### src/rtl/apsf_pkg.sv
// package: field layout and types for the picture-state field decoder
package apsf_pkg;

  // ==========================================================================
  // dword 4 field positions
  localparam int SYNC_OVR_BIT   = 17;
  localparam int SYNC_ROOT_BIT  = 16;
  localparam int MV16_EN_BIT    = 12;
  localparam int CHROMA_HI      = 11;
  localparam int CHROMA_LO      = 10;
  localparam int DBK_WR_BIT     = 8;
  localparam int ENTROPY_BIT    = 7;
  localparam int NONREF_BIT     = 6;
  localparam int CIP_BIT        = 5;
  localparam int DIRECT8_BIT    = 4;
  localparam int XFORM8_BIT     = 3;
  localparam int FRAME_ONLY_BIT = 2;
  localparam int MBAFF_BIT      = 1;
  localparam int FIELD_PIC_BIT  = 0;

  // ==========================================================================
  // command dword indices and register offsets
  localparam logic [3:0] DW_FLAGS  = 4'h4;
  localparam logic [3:0] DW_HEADER = 4'h5;
  localparam logic [3:0] REG_FLAGS  = 4'h0;
  localparam logic [3:0] REG_HEADER = 4'h1;
  localparam logic [3:0] REG_STATUS = 4'h2;

  // ==========================================================================
  // encodings and reset values
  localparam logic [1:0] CHROMA_MONO = 2'h0;
  localparam logic [1:0] CHROMA_420  = 2'h1;
  localparam logic [1:0] MV_SIZE_16  = 2'h1;
  localparam logic [1:0] MV_SIZE_32  = 2'h2;
  localparam logic [1:0] MB_INTRA    = 2'h0;
  localparam logic [1:0] MB_PCM      = 2'h3;
  localparam logic [31:0] RST_WORD   = 32'h0000_0000;

  typedef enum logic [1:0] {
    APSF_IDLE = 2'b00,
    APSF_HAVE_FLAGS = 2'b01,
    APSF_READY = 2'b11
  } apsf_state_t;

  // decoded picture state
  typedef struct packed {
    logic       sync_ovr;
    logic       sync_root;
    logic       mv16_en;
    logic [1:0] chroma;
    logic       mono;
    logic       dbk_wr;
    logic       entropy_cabac;
    logic       non_ref;
    logic       cip;
    logic       direct8;
    logic       xform8;
    logic       frame_only;
    logic       mbaff;
    logic       field_pic;
  } apsf_state_fields_t;

  // per-macroblock request from the bitstream decoder
  typedef struct packed {
    logic [1:0] mb_kind;
    logic       nbr_avail;
    logic [1:0] mv_size;
    logic       dbk_slice_en;
  } apsf_mb_in_t;

  // per-macroblock object output
  typedef struct packed {
    logic [31:0] header;
    logic        sync;
    logic [1:0]  mv_size;
    logic        dbk_write;
    logic        dbk_nofilter;
  } apsf_mb_out_t;

endpackage : apsf_pkg

### src/rtl/apsf_picture_state.sv
// picture-state field decoder for the AVC bitstream decoder
`timescale 1ns/100ps
`default_nettype none
module apsf_picture_state
  import apsf_pkg::*;
(
  input  wire logic         mclk,
  input  wire logic         rst_n,
  input  wire logic         cmd_valid,
  input  wire logic [3:0]   cmd_dword,
  input  wire logic [31:0]  cmd_data,
  input  wire logic         mb_valid,
  input  wire apsf_mb_in_t  mb_in,
  input  wire logic [3:0]   reg_addr,
  input  wire logic [31:0]  reg_wdata,
  input  wire logic         reg_wr,
  input  wire logic         reg_rd,
  output var  logic [31:0]  reg_rdata,
  output var  logic         mb_out_valid,
  output var  apsf_mb_out_t mb_out,
  output var  apsf_state_fields_t pic_state,
  output var  logic         state_valid,
  output var  logic         chroma_unsupported
);

  // ==========================================================================
  // command capture
  apsf_state_t        state;
  apsf_state_t        next_state;
  apsf_state_fields_t staged;
  logic [31:0]        hdr_staged;
  logic [31:0]        hdr_word;
  logic [31:0]        flags_raw;

  wire logic take_flags  = cmd_valid && (cmd_dword == DW_FLAGS);
  wire logic take_header = cmd_valid && (cmd_dword == DW_HEADER);
  wire logic sw_flags    = reg_wr && (reg_addr == REG_FLAGS);
  wire logic sw_header   = reg_wr && (reg_addr == REG_HEADER);
  wire logic [31:0] flags_in = sw_flags ? reg_wdata : cmd_data;
  wire logic load_flags  = take_flags || sw_flags;
  wire logic load_header = take_header || sw_header;

  // mbaff honoured only when the picture is a frame and frame_only is clear
  wire logic fld_in   = flags_in[FIELD_PIC_BIT];
  wire logic fonly_in = flags_in[FRAME_ONLY_BIT];
  wire logic mbaff_in = flags_in[MBAFF_BIT] && !fld_in && !fonly_in;
  wire logic [1:0] chroma_in = flags_in[CHROMA_HI:CHROMA_LO];

  wire apsf_state_fields_t decoded = '{
    sync_ovr:      flags_in[SYNC_OVR_BIT],
    sync_root:     flags_in[SYNC_ROOT_BIT],
    mv16_en:       flags_in[MV16_EN_BIT],
    chroma:        chroma_in,
    mono:          (chroma_in == CHROMA_MONO),
    dbk_wr:        flags_in[DBK_WR_BIT],
    entropy_cabac: flags_in[ENTROPY_BIT],
    non_ref:       flags_in[NONREF_BIT],
    cip:           flags_in[CIP_BIT],
    direct8:       flags_in[DIRECT8_BIT],
    xform8:        flags_in[XFORM8_BIT],
    frame_only:    fonly_in,
    mbaff:         mbaff_in,
    field_pic:     fld_in && !fonly_in
  };

  always_comb begin
    next_state = state;
    case (state)
      APSF_IDLE:       if (load_flags) next_state = APSF_HAVE_FLAGS;
      APSF_HAVE_FLAGS: if (load_header) next_state = APSF_READY;
      APSF_READY:      if (load_flags) next_state = APSF_HAVE_FLAGS;
      default:         next_state = APSF_IDLE;
    endcase
  end

  always_ff @(posedge mclk or negedge rst_n) begin
    if (!rst_n) begin
      state      <= APSF_IDLE;
      staged     <= '0;
      hdr_staged <= RST_WORD;
      flags_raw  <= RST_WORD;
    end else begin
      state <= next_state;
      if (load_flags) begin
        staged    <= decoded;
        flags_raw <= flags_in;
      end
      if (load_header) hdr_staged <= sw_header ? reg_wdata : cmd_data;
    end
  end

  // whole picture state committed together, held until the next flags and header pair
  wire logic commit = (state == APSF_HAVE_FLAGS) && load_header;

  always_ff @(posedge mclk or negedge rst_n) begin
    if (!rst_n) begin
      pic_state          <= '0;
      hdr_word           <= RST_WORD;
      state_valid        <= 1'b0;
      chroma_unsupported <= 1'b0;
    end else if (commit) begin
      pic_state          <= staged;
      hdr_word           <= sw_header ? reg_wdata : cmd_data;
      state_valid        <= 1'b1;
      chroma_unsupported <= staged.chroma[1];
    end
  end

  // raw flags of the committed picture, kept only for the checks
  logic [31:0] committed_raw;

  always_ff @(posedge mclk or negedge rst_n) begin
    if (!rst_n) committed_raw <= RST_WORD;
    else if (commit) committed_raw <= flags_raw;
  end

  // ==========================================================================
  // per-macroblock object generation
  wire logic intra_mb  = (mb_in.mb_kind == MB_INTRA);
  wire logic hw_sync   = intra_mb && mb_in.nbr_avail;
  wire logic next_sync = pic_state.sync_ovr ? hw_sync
                                            : pic_state.sync_root;
  wire logic [1:0] next_mv =
    (!pic_state.mv16_en && mb_in.mv_size == MV_SIZE_16) ? MV_SIZE_32
                                                        : mb_in.mv_size;
  wire logic next_dbk_wr = pic_state.dbk_wr;
  wire logic next_nofilt = pic_state.dbk_wr && !mb_in.dbk_slice_en;
  wire logic mb_go       = mb_valid && state_valid;

  always_ff @(posedge mclk or negedge rst_n) begin
    if (!rst_n) begin
      mb_out_valid <= 1'b0;
      mb_out       <= '0;
    end else begin
      mb_out_valid <= mb_go;
      if (mb_go) begin
        mb_out.header       <= hdr_word;
        mb_out.sync         <= next_sync;
        mb_out.mv_size      <= next_mv;
        mb_out.dbk_write    <= next_dbk_wr;
        mb_out.dbk_nofilter <= next_nofilt;
      end
    end
  end

  // ==========================================================================
  // register read port, data one cycle after the strobe
  // header reads show the last word written, even one not yet committed
  wire logic [31:0] status_word = {29'h0000_0000, chroma_unsupported,
                                   state == APSF_HAVE_FLAGS, state_valid};
  wire logic [31:0] rd_mux =
    (reg_addr == REG_FLAGS)  ? flags_raw :
    (reg_addr == REG_HEADER) ? hdr_staged :
    (reg_addr == REG_STATUS) ? status_word : RST_WORD;

  always_ff @(posedge mclk or negedge rst_n) begin
    if (!rst_n) reg_rdata <= RST_WORD;
    else if (reg_rd) reg_rdata <= rd_mux;
  end

  // ==========================================================================
  // elaboration checks on the field map
  if (SYNC_OVR_BIT > 31 || SYNC_ROOT_BIT > 31) begin : g_bad_sync
    $error("sync bits fall outside the flags dword");
  end
  if (CHROMA_HI != CHROMA_LO + 1) begin : g_bad_chroma
    $error("chroma field is not two adjacent bits");
  end
  if ($bits(apsf_mb_out_t) != 37) begin : g_bad_object
    $error("macroblock object layout changed");
  end

  // ==========================================================================
  // checks
  a_sync_copy: assert property (@(posedge mclk) disable iff (!rst_n)
    mb_go && !pic_state.sync_ovr |=> mb_out_valid && mb_out.sync == $past(pic_state.sync_root))
    else $error("sync bit not forwarded");
  a_sync_hw: assert property (@(posedge mclk) disable iff (!rst_n)
    mb_go && pic_state.sync_ovr && mb_in.mb_kind != MB_INTRA |=> !mb_out.sync)
    else $error("non-intra macroblock marked synchronised");
  a_sync_ovr_on: assert property (@(posedge mclk) disable iff (!rst_n)
    mb_go && pic_state.sync_ovr && intra_mb && mb_in.nbr_avail |=> mb_out.sync)
    else $error("overwrite ignored intra sync");
  a_mv_map: assert property (@(posedge mclk) disable iff (!rst_n)
    mb_go && !pic_state.mv16_en && mb_in.mv_size == MV_SIZE_16 |=> mb_out.mv_size == MV_SIZE_32)
    else $error("sixteen-vector not remapped");
  a_mono_flag: assert property (@(posedge mclk) disable iff (!rst_n)
    state_valid |-> pic_state.mono == (pic_state.chroma == CHROMA_MONO))
    else $error("monochrome indication wrong");
  a_dbk_off: assert property (@(posedge mclk) disable iff (!rst_n)
    mb_go && !pic_state.dbk_wr |=> !mb_out.dbk_write && !mb_out.dbk_nofilter)
    else $error("deblock data written while disabled");
  a_dbk_fill: assert property (@(posedge mclk) disable iff (!rst_n)
    mb_go && pic_state.dbk_wr && !mb_in.dbk_slice_en |=> mb_out.dbk_write && mb_out.dbk_nofilter)
    else $error("no-filter fill missing");
  a_mbaff_frame: assert property (@(posedge mclk) disable iff (!rst_n)
    pic_state.field_pic |-> !pic_state.mbaff)
    else $error("mbaff active on field picture");
  a_header_use: assert property (@(posedge mclk) disable iff (!rst_n)
    mb_go |=> mb_out.header == $past(hdr_word))
    else $error("header dword mismatch");
  a_state_hold: assert property (@(posedge mclk) disable iff (!rst_n)
    !commit |=> $stable(pic_state))
    else $error("picture state changed without command");

  a_root_field: assert property (@(posedge mclk) disable iff (!rst_n)
    state_valid
    |-> pic_state.sync_root == committed_raw[SYNC_ROOT_BIT])
    else $error("root sync field not latched");

  a_ovr_field: assert property (@(posedge mclk) disable iff (!rst_n)
    state_valid
    |-> pic_state.sync_ovr == committed_raw[SYNC_OVR_BIT])
    else $error("sync overwrite field not latched");

  a_mv16_field: assert property (@(posedge mclk) disable iff (!rst_n)
    state_valid
    |-> pic_state.mv16_en == committed_raw[MV16_EN_BIT])
    else $error("sixteen-vector enable not latched");

  a_mv_pass: assert property (@(posedge mclk) disable iff (!rst_n)
    mb_go && (pic_state.mv16_en || mb_in.mv_size != MV_SIZE_16)
    |=> mb_out.mv_size == $past(mb_in.mv_size))
    else $error("vector size changed without cause");

  a_chroma_field: assert property (@(posedge mclk) disable iff (!rst_n)
    state_valid
    |-> pic_state.chroma == committed_raw[CHROMA_HI:CHROMA_LO])
    else $error("chroma format not latched");

  a_unsup_flag: assert property (@(posedge mclk) disable iff (!rst_n)
    state_valid
    |-> chroma_unsupported == committed_raw[CHROMA_HI])
    else $error("unsupported chroma flag wrong");

  a_mono_field: assert property (@(posedge mclk) disable iff (!rst_n)
    state_valid
    |-> pic_state.mono == (committed_raw[CHROMA_HI:CHROMA_LO] == CHROMA_MONO))
    else $error("monochrome indication not derived");

  a_dbk_field: assert property (@(posedge mclk) disable iff (!rst_n)
    state_valid
    |-> pic_state.dbk_wr == committed_raw[DBK_WR_BIT])
    else $error("deblock write enable not latched");

  a_dbk_pass: assert property (@(posedge mclk) disable iff (!rst_n)
    mb_go && pic_state.dbk_wr && mb_in.dbk_slice_en
    |=> mb_out.dbk_write && !mb_out.dbk_nofilter)
    else $error("filtered slice marked no-filter");

  a_entropy_field: assert property (@(posedge mclk) disable iff (!rst_n)
    state_valid
    |-> pic_state.entropy_cabac == committed_raw[ENTROPY_BIT])
    else $error("entropy mode not latched");

  a_nonref_field: assert property (@(posedge mclk) disable iff (!rst_n)
    state_valid
    |-> pic_state.non_ref == committed_raw[NONREF_BIT])
    else $error("non-reference flag not latched");

  a_cip_field: assert property (@(posedge mclk) disable iff (!rst_n)
    state_valid
    |-> pic_state.cip == committed_raw[CIP_BIT])
    else $error("constrained intra flag not latched");

  a_direct_field: assert property (@(posedge mclk) disable iff (!rst_n)
    state_valid
    |-> pic_state.direct8 == committed_raw[DIRECT8_BIT])
    else $error("direct inference flag not latched");

  a_xform_field: assert property (@(posedge mclk) disable iff (!rst_n)
    state_valid
    |-> pic_state.xform8 == committed_raw[XFORM8_BIT])
    else $error("transform size flag not latched");

  a_fonly_field: assert property (@(posedge mclk) disable iff (!rst_n)
    state_valid
    |-> pic_state.frame_only == committed_raw[FRAME_ONLY_BIT])
    else $error("frame-only flag not latched");

  a_fonly_block: assert property (@(posedge mclk) disable iff (!rst_n)
    pic_state.frame_only
    |-> !pic_state.mbaff && !pic_state.field_pic)
    else $error("field or mbaff allowed on frame-only picture");

  a_mbaff_field: assert property (@(posedge mclk) disable iff (!rst_n)
    state_valid
    |-> pic_state.mbaff == (committed_raw[MBAFF_BIT] && !committed_raw[FIELD_PIC_BIT]
                            && !committed_raw[FRAME_ONLY_BIT]))
    else $error("mbaff not gated by frame picture");

  a_field_flag: assert property (@(posedge mclk) disable iff (!rst_n)
    state_valid
    |-> pic_state.field_pic == (committed_raw[FIELD_PIC_BIT] && !committed_raw[FRAME_ONLY_BIT]))
    else $error("field picture flag wrong");

  a_ovr_nbr: assert property (@(posedge mclk) disable iff (!rst_n)
    mb_go && pic_state.sync_ovr && !mb_in.nbr_avail
    |=> !mb_out.sync)
    else $error("macroblock without neighbour marked synchronised");

  a_mb_answer: assert property (@(posedge mclk) disable iff (!rst_n)
    mb_go
    |=> mb_out_valid)
    else $error("accepted macroblock produced no object");

  a_mb_refuse: assert property (@(posedge mclk) disable iff (!rst_n)
    mb_valid && !state_valid
    |=> !mb_out_valid)
    else $error("object produced before picture state");

  a_commit_valid: assert property (@(posedge mclk) disable iff (!rst_n)
    commit
    |=> state_valid)
    else $error("state not valid after command");

  a_header_hold: assert property (@(posedge mclk) disable iff (!rst_n)
    !commit
    |=> $stable(hdr_word))
    else $error("object header changed without command");

  a_status_read: assert property (@(posedge mclk) disable iff (!rst_n)
    reg_rd && reg_addr == REG_STATUS
    |=> reg_rdata[0] == $past(state_valid))
    else $error("status read shows wrong valid bit");

endmodule : apsf_picture_state
`default_nettype wire

### config.mk
export PLATFORM = sky130hd
export DESIGN_NAME = apsf_picture_state
export DESIGN_NICKNAME = d
export VERILOG_FILES = /design/src/rtl/apsf_pkg.sv /design/src/rtl/apsf_picture_state.sv
export SDC_FILE = /design/constraint.sdc
export NUM_CORES = 1
export LEC_CHECK = 0
export BUFFER_PORTS_ARGS = -buffer_cell sky130_fd_sc_hd__clkbuf_2
export CAP_MARGIN = 10
export CORE_UTILIZATION = 55
export CTS_CLUSTER_SIZE = 12
export DETAILED_ROUTE_END_ITERATION = 7
export PLACE_DENSITY_LB_ADDON = 0.25
export SETUP_SLACK_MARGIN = 0.15
export SYNTH_ARGS = -nofsm -noshare
export SYNTH_HDL_FRONTEND = slang
export SYNTH_SLANG_ARGS = --single-unit
### constraint.sdc
create_clock -name mclk -period 1.7 [get_ports mclk]
set_input_delay 0.17 -clock mclk [delete_from_list [all_inputs] [get_ports mclk]]
set_output_delay 0.17 -clock mclk [all_outputs]
set_load 0.01 [all_outputs]
==> run metrics, run 1 <==
fmax=655 MHz; most frequent cells in the layout=187 x dfrtp_1, 169 x clkbuf_2, 93 x mux2_2; unrepaired setup endpoints after global routing=no; yosys synthesis warning count=0; area of the multi-input gates=0.00348 sq mm; final worst path period share=0.898; failing checks=design-rule violations; antenna viol nets, final=0; DIE AREA=0.0156 sq mm; Longest Clk Path Bufs=2; via density per instance=5.81; die width=125 um; IO Pins=171; critical path data arrival time=1.85 ns; vias in the first global route=6667; Worst EP required=2.02 ns; clock transition at the registers of the reported paths=0.07 ns; Ant. Diodes=0; Filler cells=999; Primary FF master, synth=dfrtp_1; Hold Crit Class=in2reg; WS Path Type=reg2reg; WL final=21100 um; EDFF count, synth=0; Mapped Area=0.00830 sq mm; placer congestion estimate=0.795; Slew Limit Headroom=0.662; crit start category=register; CTS root buffer=clkbuf_16; initial antenna violation count=0; Mapped Nets=788; share of cells above drive strength 1=0.402; Max Used Layer=met4; DRT met1 WL=8820 um; largest net degree at the start of global routing=63; Tightest Pin Transition=0.505 ns; # rows=44; Util after Layout=0.730; CTS tree=yes; global-route wire length before repair=33500 um; Fin Clk Skew=0.00681 ns; Non-Filler Instances=1104; Worst Setup End Kind=register; Setup violations, final=0; all-layer global routing usage=0.277; leakage=0.00531 uW; Die H=125 um; outcome=complete, but fails checks; register bit total from synthesis=187; post-DP HPWL=13900 um; Final Max Tran Viols=0; cells after synthesis=702; Fin. Hold Viols=0; Remaining DRCs=30; Mean Syn Cell Area=11.8 sq um; Initial Util=0.567; clock latency on the worst-skew pair=0.44 ns; MaxCap Viol Count=0; CTS sink count=187; gr ovfl total=0; core area=0.0146 sq mm; via count=6413; PD cells=1380 mW/mm^2; WL met3=1460 um; Avg WL per Cell=19.1 um; drt first pass iters=8; FFs w/ async S/R, synth=1.00; htree depth=4; crit path time final=1.53 ns; peak supply drop=0.889 mV; register area=0.00468 sq mm; most common cell after layout, fill and taps aside=dfrtp_1; IO Port Bufs=170; area delta synth->final=28.8%; Final #Nets=993; Seq/Total Area, Yosys=0.564; CP max FO=7; Placed Cells=1044; Distinct cells, synth=36; met2 routed WL=10300 um; Detailed Route Iter0 Violations=543; cts bufs inserted=17
## repair_timing
action / 4_1_cts / 5_1_grt
setup buffers: 0 / 1
endpoints found under the hold margin: 74 / 0
hold buffers: 23 / 0
gates resized for setup: 0 / 4
endpoints found under the setup margin: 0 / 33
## per-layer routing
| metal | vias to the layer above | GRT usage |
|---|---|---|
| li1 | 2894 | - |
| met1 | 3222 | 0.347 |
| met2 | 259 | 0.454 |
| met3 | 38 | 0.0722 |
| met4 | 0 | 0.125 |
| met5 | - | 0 |
## critical path, cell delays in order (launching register included)
cell       delay, ns
dfrtp_1         0.37
inv_2           0.06
ha_4            0.18
o21ai_4         0.20
clkbuf_16       0.27
mux2_2          0.33
## cells by family after synthesis
family	Yosys count	synth area share
fa+ha+maj	2	0.00301
buf+inv	59	0.0335
simple gates	131	0.0672
mux	180	0.234
flops	187	0.564
compound gates	143	0.0989
## cells in the mapped netlist (all sizes together) (2+ instances only)
cell	n	area (sq um)
nand2b	2	12.5
nand2	41	154
o21ai	38	194
or2	2	12.5
o22ai	4	25.0
and2	2	12.5
nor2	71	267
a22oi	29	218
a31oi	4	25.0
ha	2	25.0
mux2i	68	681
nor2b	3	18.8
clkbuf	22	82.6
mux2	112	1260
dfrtp	187	4680
or3b	2	20.0
a21oi	65	325
buf	27	158
inv	10	37.5
## where the power goes
part	internal, uW	leakage (uW)	switching, uW	total (uW)
Clock	2660	0.000314	1690	4340
Sequential	5910	0.00224	881	6790
Combinational	1950	0.00276	1650	3600
## stage by stage
stage | instance area, sq um | power [uW] | hold WS, ns | setup TNS [ns] | setup slack [ns]
floorplan | 8420 | 8800 | -0.126 | 0 | 0.134
finish | 10700 | 14700 | 0.0145 | 0 | 0.174
detailed placement | 9710 | 10400 | 0.185 | -0.149 | -0.0510
CTS | 10600 | 14700 | 0.000961 | 0 | 0.174
global route | 10700 | 15400 | 0.0169 | 0 | 0.150
global placement | 9710 | 10100 | 0.179 | 0 | 0.00100
## layout make-up
type,instances,share of cell area
timing repair buffer,235,0.151
sequential,187,0.438
multi-input combinational,456,0.325
clock buffer,22,0.0462
clock inverter,10,0.0151
tap,184,0.0215
inverter,10,0.00351
## path summary, 6_finish.rpt
path,from,to,slack [ns],cells after the start
hold reg to reg,mb_out[2],mb_out[2],0.48,2
setup / recovery,state[1],hdr_word[3],0.17,5
max in group asynchronous,rst_n,reg_rdata[16],0.81,3
min in group asynchronous,rst_n,mb_out[7],0.29,2
setup reg to reg,state[1],hdr_word[3],0.17,5
hold / removal,reg_wdata[17],hdr_staged[17],0.01,3
## sequential cells by signal (all words and copies together), names as in the netlist
name,count
flags_raw,31
hdr_staged,32
hdr_word,32
mb_out,37
mb_out_valid,1
next_dbk_wr,1
pic_state,14
reg_rdata,32
staged,4
state,2
state_valid,1
(Power assumes the default switching activity.)
==> inputs of run 2 (changes only) <==
CORE_ASPECT_RATIO = 1.2   (was not set)
==> run metrics, run 2 (synthesized netlist as in run 1, its figures left out) <==
critical path data arrival time=1.82 ns (-0.03 ns); critical path, cell by cell=inv_2, ha_4, o21ai_4, clkbuf_16, mux2_2; all-layer global routing usage=0.281 (+0.00337); Worst Setup SP=state[1]; Setup violations, final=0 (unchanged); # rows=48 (+9.1%); CTS root buffer=clkbuf_16; initial antenna violation count=0 (unchanged); setup bufs post-CTS=0 (unchanged); hold_sp=reg_wdata[4]; gr ovfl total=0 (unchanged); CTS sink count=187 (unchanged); peak supply drop=0.901 mV (+1.4%); share of cells above drive strength 1=0.399 (-0.00327); unrepaired setup endpoints after global routing=no; PD cells=1380 mW/mm^2 (+0.49%); Worst EP required=2.02 ns (about the same); IO Pins=171 (unchanged); Final WS setup=0.200 ns (+0.0265 ns); Largest Register=mb_out; area of the multi-input gates=0.00348 sq mm (unchanged); Setup Total Neg Slack=0 ns (unchanged); Worst Reg2Reg Path Length in Cells=5 (unchanged); die width=114 um (-8.6%); Final #Nets=984 (-0.91%); Initial Util=0.569 (+0.00194); Hold Crit Class=in2reg; WL final=21000 um (-0.64%); crit path time final=1.50 ns (-0.0265 ns); WS Path Type=reg2reg; cts bufs inserted=17 (unchanged); reg2reg start=state[1]; CP max FO=8 (+1); drt first pass iters=7 (-1); CP Buf/Inv Count=2 (unchanged); Tightest Pin Transition=0.458 ns (-0.0469 ns); Avg WL per Cell=18.9 um (-1.2%); register area=0.00468 sq mm (unchanged); MaxCap Viol Count=0 (unchanged); Final Hold Slack=0.00399 ns (-0.0105 ns); final worst path period share=0.882 (-0.0156); Non-Filler Instances=1110 (+0.54%); core area=0.0146 sq mm (-0.34%); max reg flops=37 (unchanged); IO Port Bufs=170 (unchanged); largest net degree at the start of global routing=59 (-6.3%); Die H=137 um (+9.4%); clock transition at the registers of the reported paths=0.06 ns (about the same); Ant. Diodes=0 (unchanged); Fin Clk Skew=0.00585 ns (-0.000954 ns); post-DP HPWL=14200 um (+2.3%); clock latency on the worst-skew pair=0.43 ns (about the same); Filler cells=1029 (+3.0%); DIE AREA=0.0156 sq mm (about the same); outcome=finished, final reports clean; Fin. Hold Viols=0 (unchanged); via count=6232 (-2.8%); most common cell after layout, fill and taps aside=dfrtp_1; Remaining DRCs=0 (-100%); worst slack, placed=-0.0275 ns (+0.0235 ns); Final Max Tran Viols=0 (unchanged); Slew Limit Headroom=0.693 (+0.0314); slowest stage delay, CP=0.37 ns (about the same); Worst Setup End Kind=register; fmax=667 MHz (+1.8%); antenna viol nets, final=0 (unchanged); area delta synth->final=27.9%; CP Depth=5 (unchanged); htree depth=4 (unchanged); cell family with most CP delay=flip-flops; leakage=0.00526 uW (-1.0%); Detailed Route Iter0 Violations=358 (-34%); crit start category=register; via density per instance=5.61 (-3.3%); vias in the first global route=6376 (-4.4%); Placed Cells=1058 (+1.3%); global-route wire length before repair=33000 um (-1.5%); WHS Path Cells=3 (unchanged); placer congestion estimate=0.816 (+2.6%); most frequent cells in the layout=187 x dfrtp_1, 169 x clkbuf_2, 93 x mux2_2; CTS tree=yes; Slowest cell on crit path=dfrtp_1; Longest Clk Path Bufs=2 (unchanged)
run 2: report_power, final:
part	total [uW]	internal, uW	switching, uW
clock network	4330	2730	1600
registers	6790	5910	882
logic	3580	1930	1650
run 2: timing repair:
action,in CTS,in global routing
hold buffers,18,0
gates resized for setup,0,4
pin swaps,0,0
endpoints found under the setup margin,3,27
gates cloned,0,3
endpoints found under the hold margin,56,0
run 2: worst reg2reg max path, cell delays in order, from the launching register on:
cell and delay, ns:
dfrtp_1 0.37, inv_2 0.06, ha_4 0.18, o21ai_4 0.18
clkbuf_16 0.26, mux2_2 0.33
run 2: layout make-up:
class | count | area share
repair buffers | 226 | 0.143
clock inverters | 5 | 0.0120
clock buffers | 26 | 0.0498
flip-flops and latches | 187 | 0.441
multi-input cells | 456 | 0.327
well taps | 200 | 0.0236
inverters | 10 | 0.00353
run 2: routing by layer:
layer	track usage	wire length [um]
met5	0	0
met4	0.109	528
met3	0.0580	1160
met2	0.473	10400
met1	0.356	8880
run 2: through the flow:
| stage | area (sq um) | util | power [uW] |
|---|---|---|---|
| global placement | 9700 | 0.665 | 10100 |
| finish | 10600 | 0.728 | 14700 |
| detailed placement | 9700 | 0.665 | 10400 |
| global route | 10600 | 0.728 | 15400 |
| CTS | 10500 | 0.722 | 14800 |
| floorplan | 8420 | - | 8800 |
run 2: final timing paths:
path / end / slack, ns
min reg2reg: mb_out[4] / 0.49
max in group asynchronous: reg_rdata[31] / 0.72
min: hdr_staged[4] / 0.004
min in group asynchronous: hdr_staged[29] / 0.22
max: hdr_word[1] / 0.20
max reg2reg: hdr_word[1] / 0.20
==> inputs of run 3 (changes only) <==
CORE_UTILIZATION = 42   (was 55)
PLACE_DENSITY_LB_ADDON = 0.05   (was 0.25)
==> run metrics, run 3 (synthesized netlist as in run 1, its figures left out) <==
global-route wire length before repair=34300 um (+4.1%); Tightest Pin Transition=0.471 ns (+0.0123 ns); CTS sink count=187 (unchanged); Initial Util=0.434 (-0.135); met2 routed WL=11100 um (+6.6%); Final Max Tran Viols=0 (unchanged); leakage=0.00525 uW (-0.17%); initial antenna violation count=0 (unchanged); crit start category=register; Psw=4300 uW (+4.2%); Largest Register=mb_out; Slew Limit Headroom=0.686 (-0.00706); via count=6079 (-2.5%); Setup violations, final=0 (unchanged); DRT met1 WL=9490 um (+6.9%); unrepaired setup endpoints after global routing=yes; Remaining DRCs=0 (unchanged); most common cell after layout, fill and taps aside=dfrtp_1; Worst EP required=2.01 ns (about the same); Final Hold Slack=0.0231 ns (+0.0191 ns); Fin Clk Skew=0.00843 ns (+0.00258 ns); Longest Clk Path Bufs=2 (unchanged); MaxCap Viol Count=0 (unchanged); max reg flops=37 (unchanged); post-DP HPWL=15100 um (+6.4%); via density per instance=5.16 (-8.2%); Worst Setup End Kind=register; Die H=156 um (+14%); IO Port Bufs=170 (unchanged); setup bufs post-CTS=0 (unchanged); WS Path Type=reg2reg; cts bufs inserted=17 (unchanged); most frequent cells in the layout=187 x dfrtp_1, 169 x clkbuf_2, 93 x mux2_2; Detailed Route Iter0 Violations=274 (-23%); CTS tree=yes; Reg power frac=0.483 (+0.021); Util after Layout=0.558 (-0.170); htree depth=4 (unchanged); P_int=9790 uW (-7.4%); WL met3=792 um (-32%); CTS root buffer=clkbuf_16; combinational share of power=0.251 (+0.008); clock group share of total power=0.266 (-0.029); drt first pass iters=7 (unchanged); Net Sw Frac=0.305 (+0.0246); crit path time final=1.50 ns (-0.00344 ns); Avg WL per Cell=18.4 um (-2.8%); Non-Filler Instances=1179 (+6.2%); antenna viol nets, final=0 (unchanged); vias in the first global route=6429 (+0.83%); Filler cells=1707 (+66%); critical path data arrival time=1.81 ns (about the same); share of cells above drive strength 1=0.398 (-0.00128); PD cells=1320 mW/mm^2 (-4.7%); final worst path period share=0.880 (-0.00202); gr ovfl total=0 (unchanged); clock latency on the worst-skew pair=0.43 ns (about the same); clock transition at the registers of the reported paths=0.07 ns (about the same); IO Pins=171 (unchanged); area delta synth->final=28.6%; fmax=668 MHz (+0.23%); # rows=55 (+15%); Final #Nets=997 (+1.3%); Placed Cells=1121 (+6.0%); outcome=finished, final reports clean; Max Used Layer=met4; Hold Crit Class=in2reg; Fin. Hold Viols=0 (unchanged); core area=0.0191 sq mm (+31%); peak supply drop=0.702 mV (-22%); all-layer global routing usage=0.225 (-0.0553); Ant. Diodes=0 (unchanged); die width=130 um (+14%); WL final=21700 um (+3.3%); placer congestion estimate=0.802 (-1.8%); CP max FO=24 (+16); largest net degree at the start of global routing=54 (-8.5%); DIE AREA=0.0203 sq mm (+30%)
[run 3: changes by cell type in the layout (fill, tap and decap cells not counted), moves of 2 or more]
| cell | previous run | this run |
|---|---|---|
| clkinvlp_4 | 1 | 4 |
| buf_12 | 12 | 14 |
| bufinv_16 | 4 | 0 |
| inv_6 | 0 | 4 |
| dlygate4sd3_1 | 18 | 27 |
| inv_8 | 0 | 3 |
| clkbuf_16 | 19 | 17 |
| buf_6 | 2 | 0 |
| clkbuf_8 | 8 | 2 |
| buf_4 | 22 | 28 |
[run 3: layer usage]
layer,track usage,vias to the layer above
met2,0.393,156
met4,0.0772,0
met5,0,-
met3,0.0336,17
met1,0.282,3013
li1,-,2893
[run 3: what timing repair did]
action | in CTS | in global routing
endpoints found under the setup margin | 15 | 7
gates resized for setup | 1 | 0
endpoints found under the hold margin | 73 | 0
hold buffers | 27 | 0
[run 3: worst max-delay path: stages, from the launching register on]
cell and delay, ns:
dfrtp_1 0.41, ha_2 0.25, o21ai_4 0.11, buf_12 0.24, mux2_2 0.36
[run 3: worst paths after layout]
path                            startpoint  slack (ns)  cells after the start            to
worst max-delay path              state[0]        0.20                      4   hdr_word[5]
worst min-delay path              mb_in[2]        0.02                      3     mb_out[3]
min in group asynchronous            rst_n        0.28                      2    mb_out[34]
worst min register to register   mb_out[2]        0.48                      2     mb_out[2]
max in group asynchronous            rst_n        0.76                      3  flags_raw[5]
worst max register to register    state[0]        0.20                      4   hdr_word[5]
[run 3: final cells by class]
cell class              count  area [sq um]  share of cell area
multi-input cells         456          3470               0.325
well taps                 256           320              0.0300
flip-flops and latches    187          4680               0.438
inverters                  10          37.5             0.00352
repair buffers            239          1620               0.152
clock inverters            12           108              0.0101
clock buffers              19           443              0.0415
[run 3: power groups by stage]
| stage | Sequential, uW | Combinational (uW) | Clock, uW |
|---|---|---|---|
| floorplan | 6930 | 1870 | 0 |
| global placement | 6820 | 3420 | 0 |
| detailed placement | 6890 | 3530 | 0 |
| CTS | 6820 | 3600 | 3860 |
| global route | 7000 | 3890 | 4020 |
| finish | 6810 | 3530 | 3750 |
[run 3: metrics by stage]
step	setup TNS [ns]	power, uW	instance area [sq um]	worst slack (ns)
6_report	0	14100	10700	0.204
5_1_grt	0	14900	10700	0.138
4_1_cts	0	14300	10700	0.202
3_5_place_dp	-0.982	10400	9850	-0.105
3_3_place_gp	-0.126	10200	9850	-0.0403
2_1_floorplan	0	8800	8420	0.134
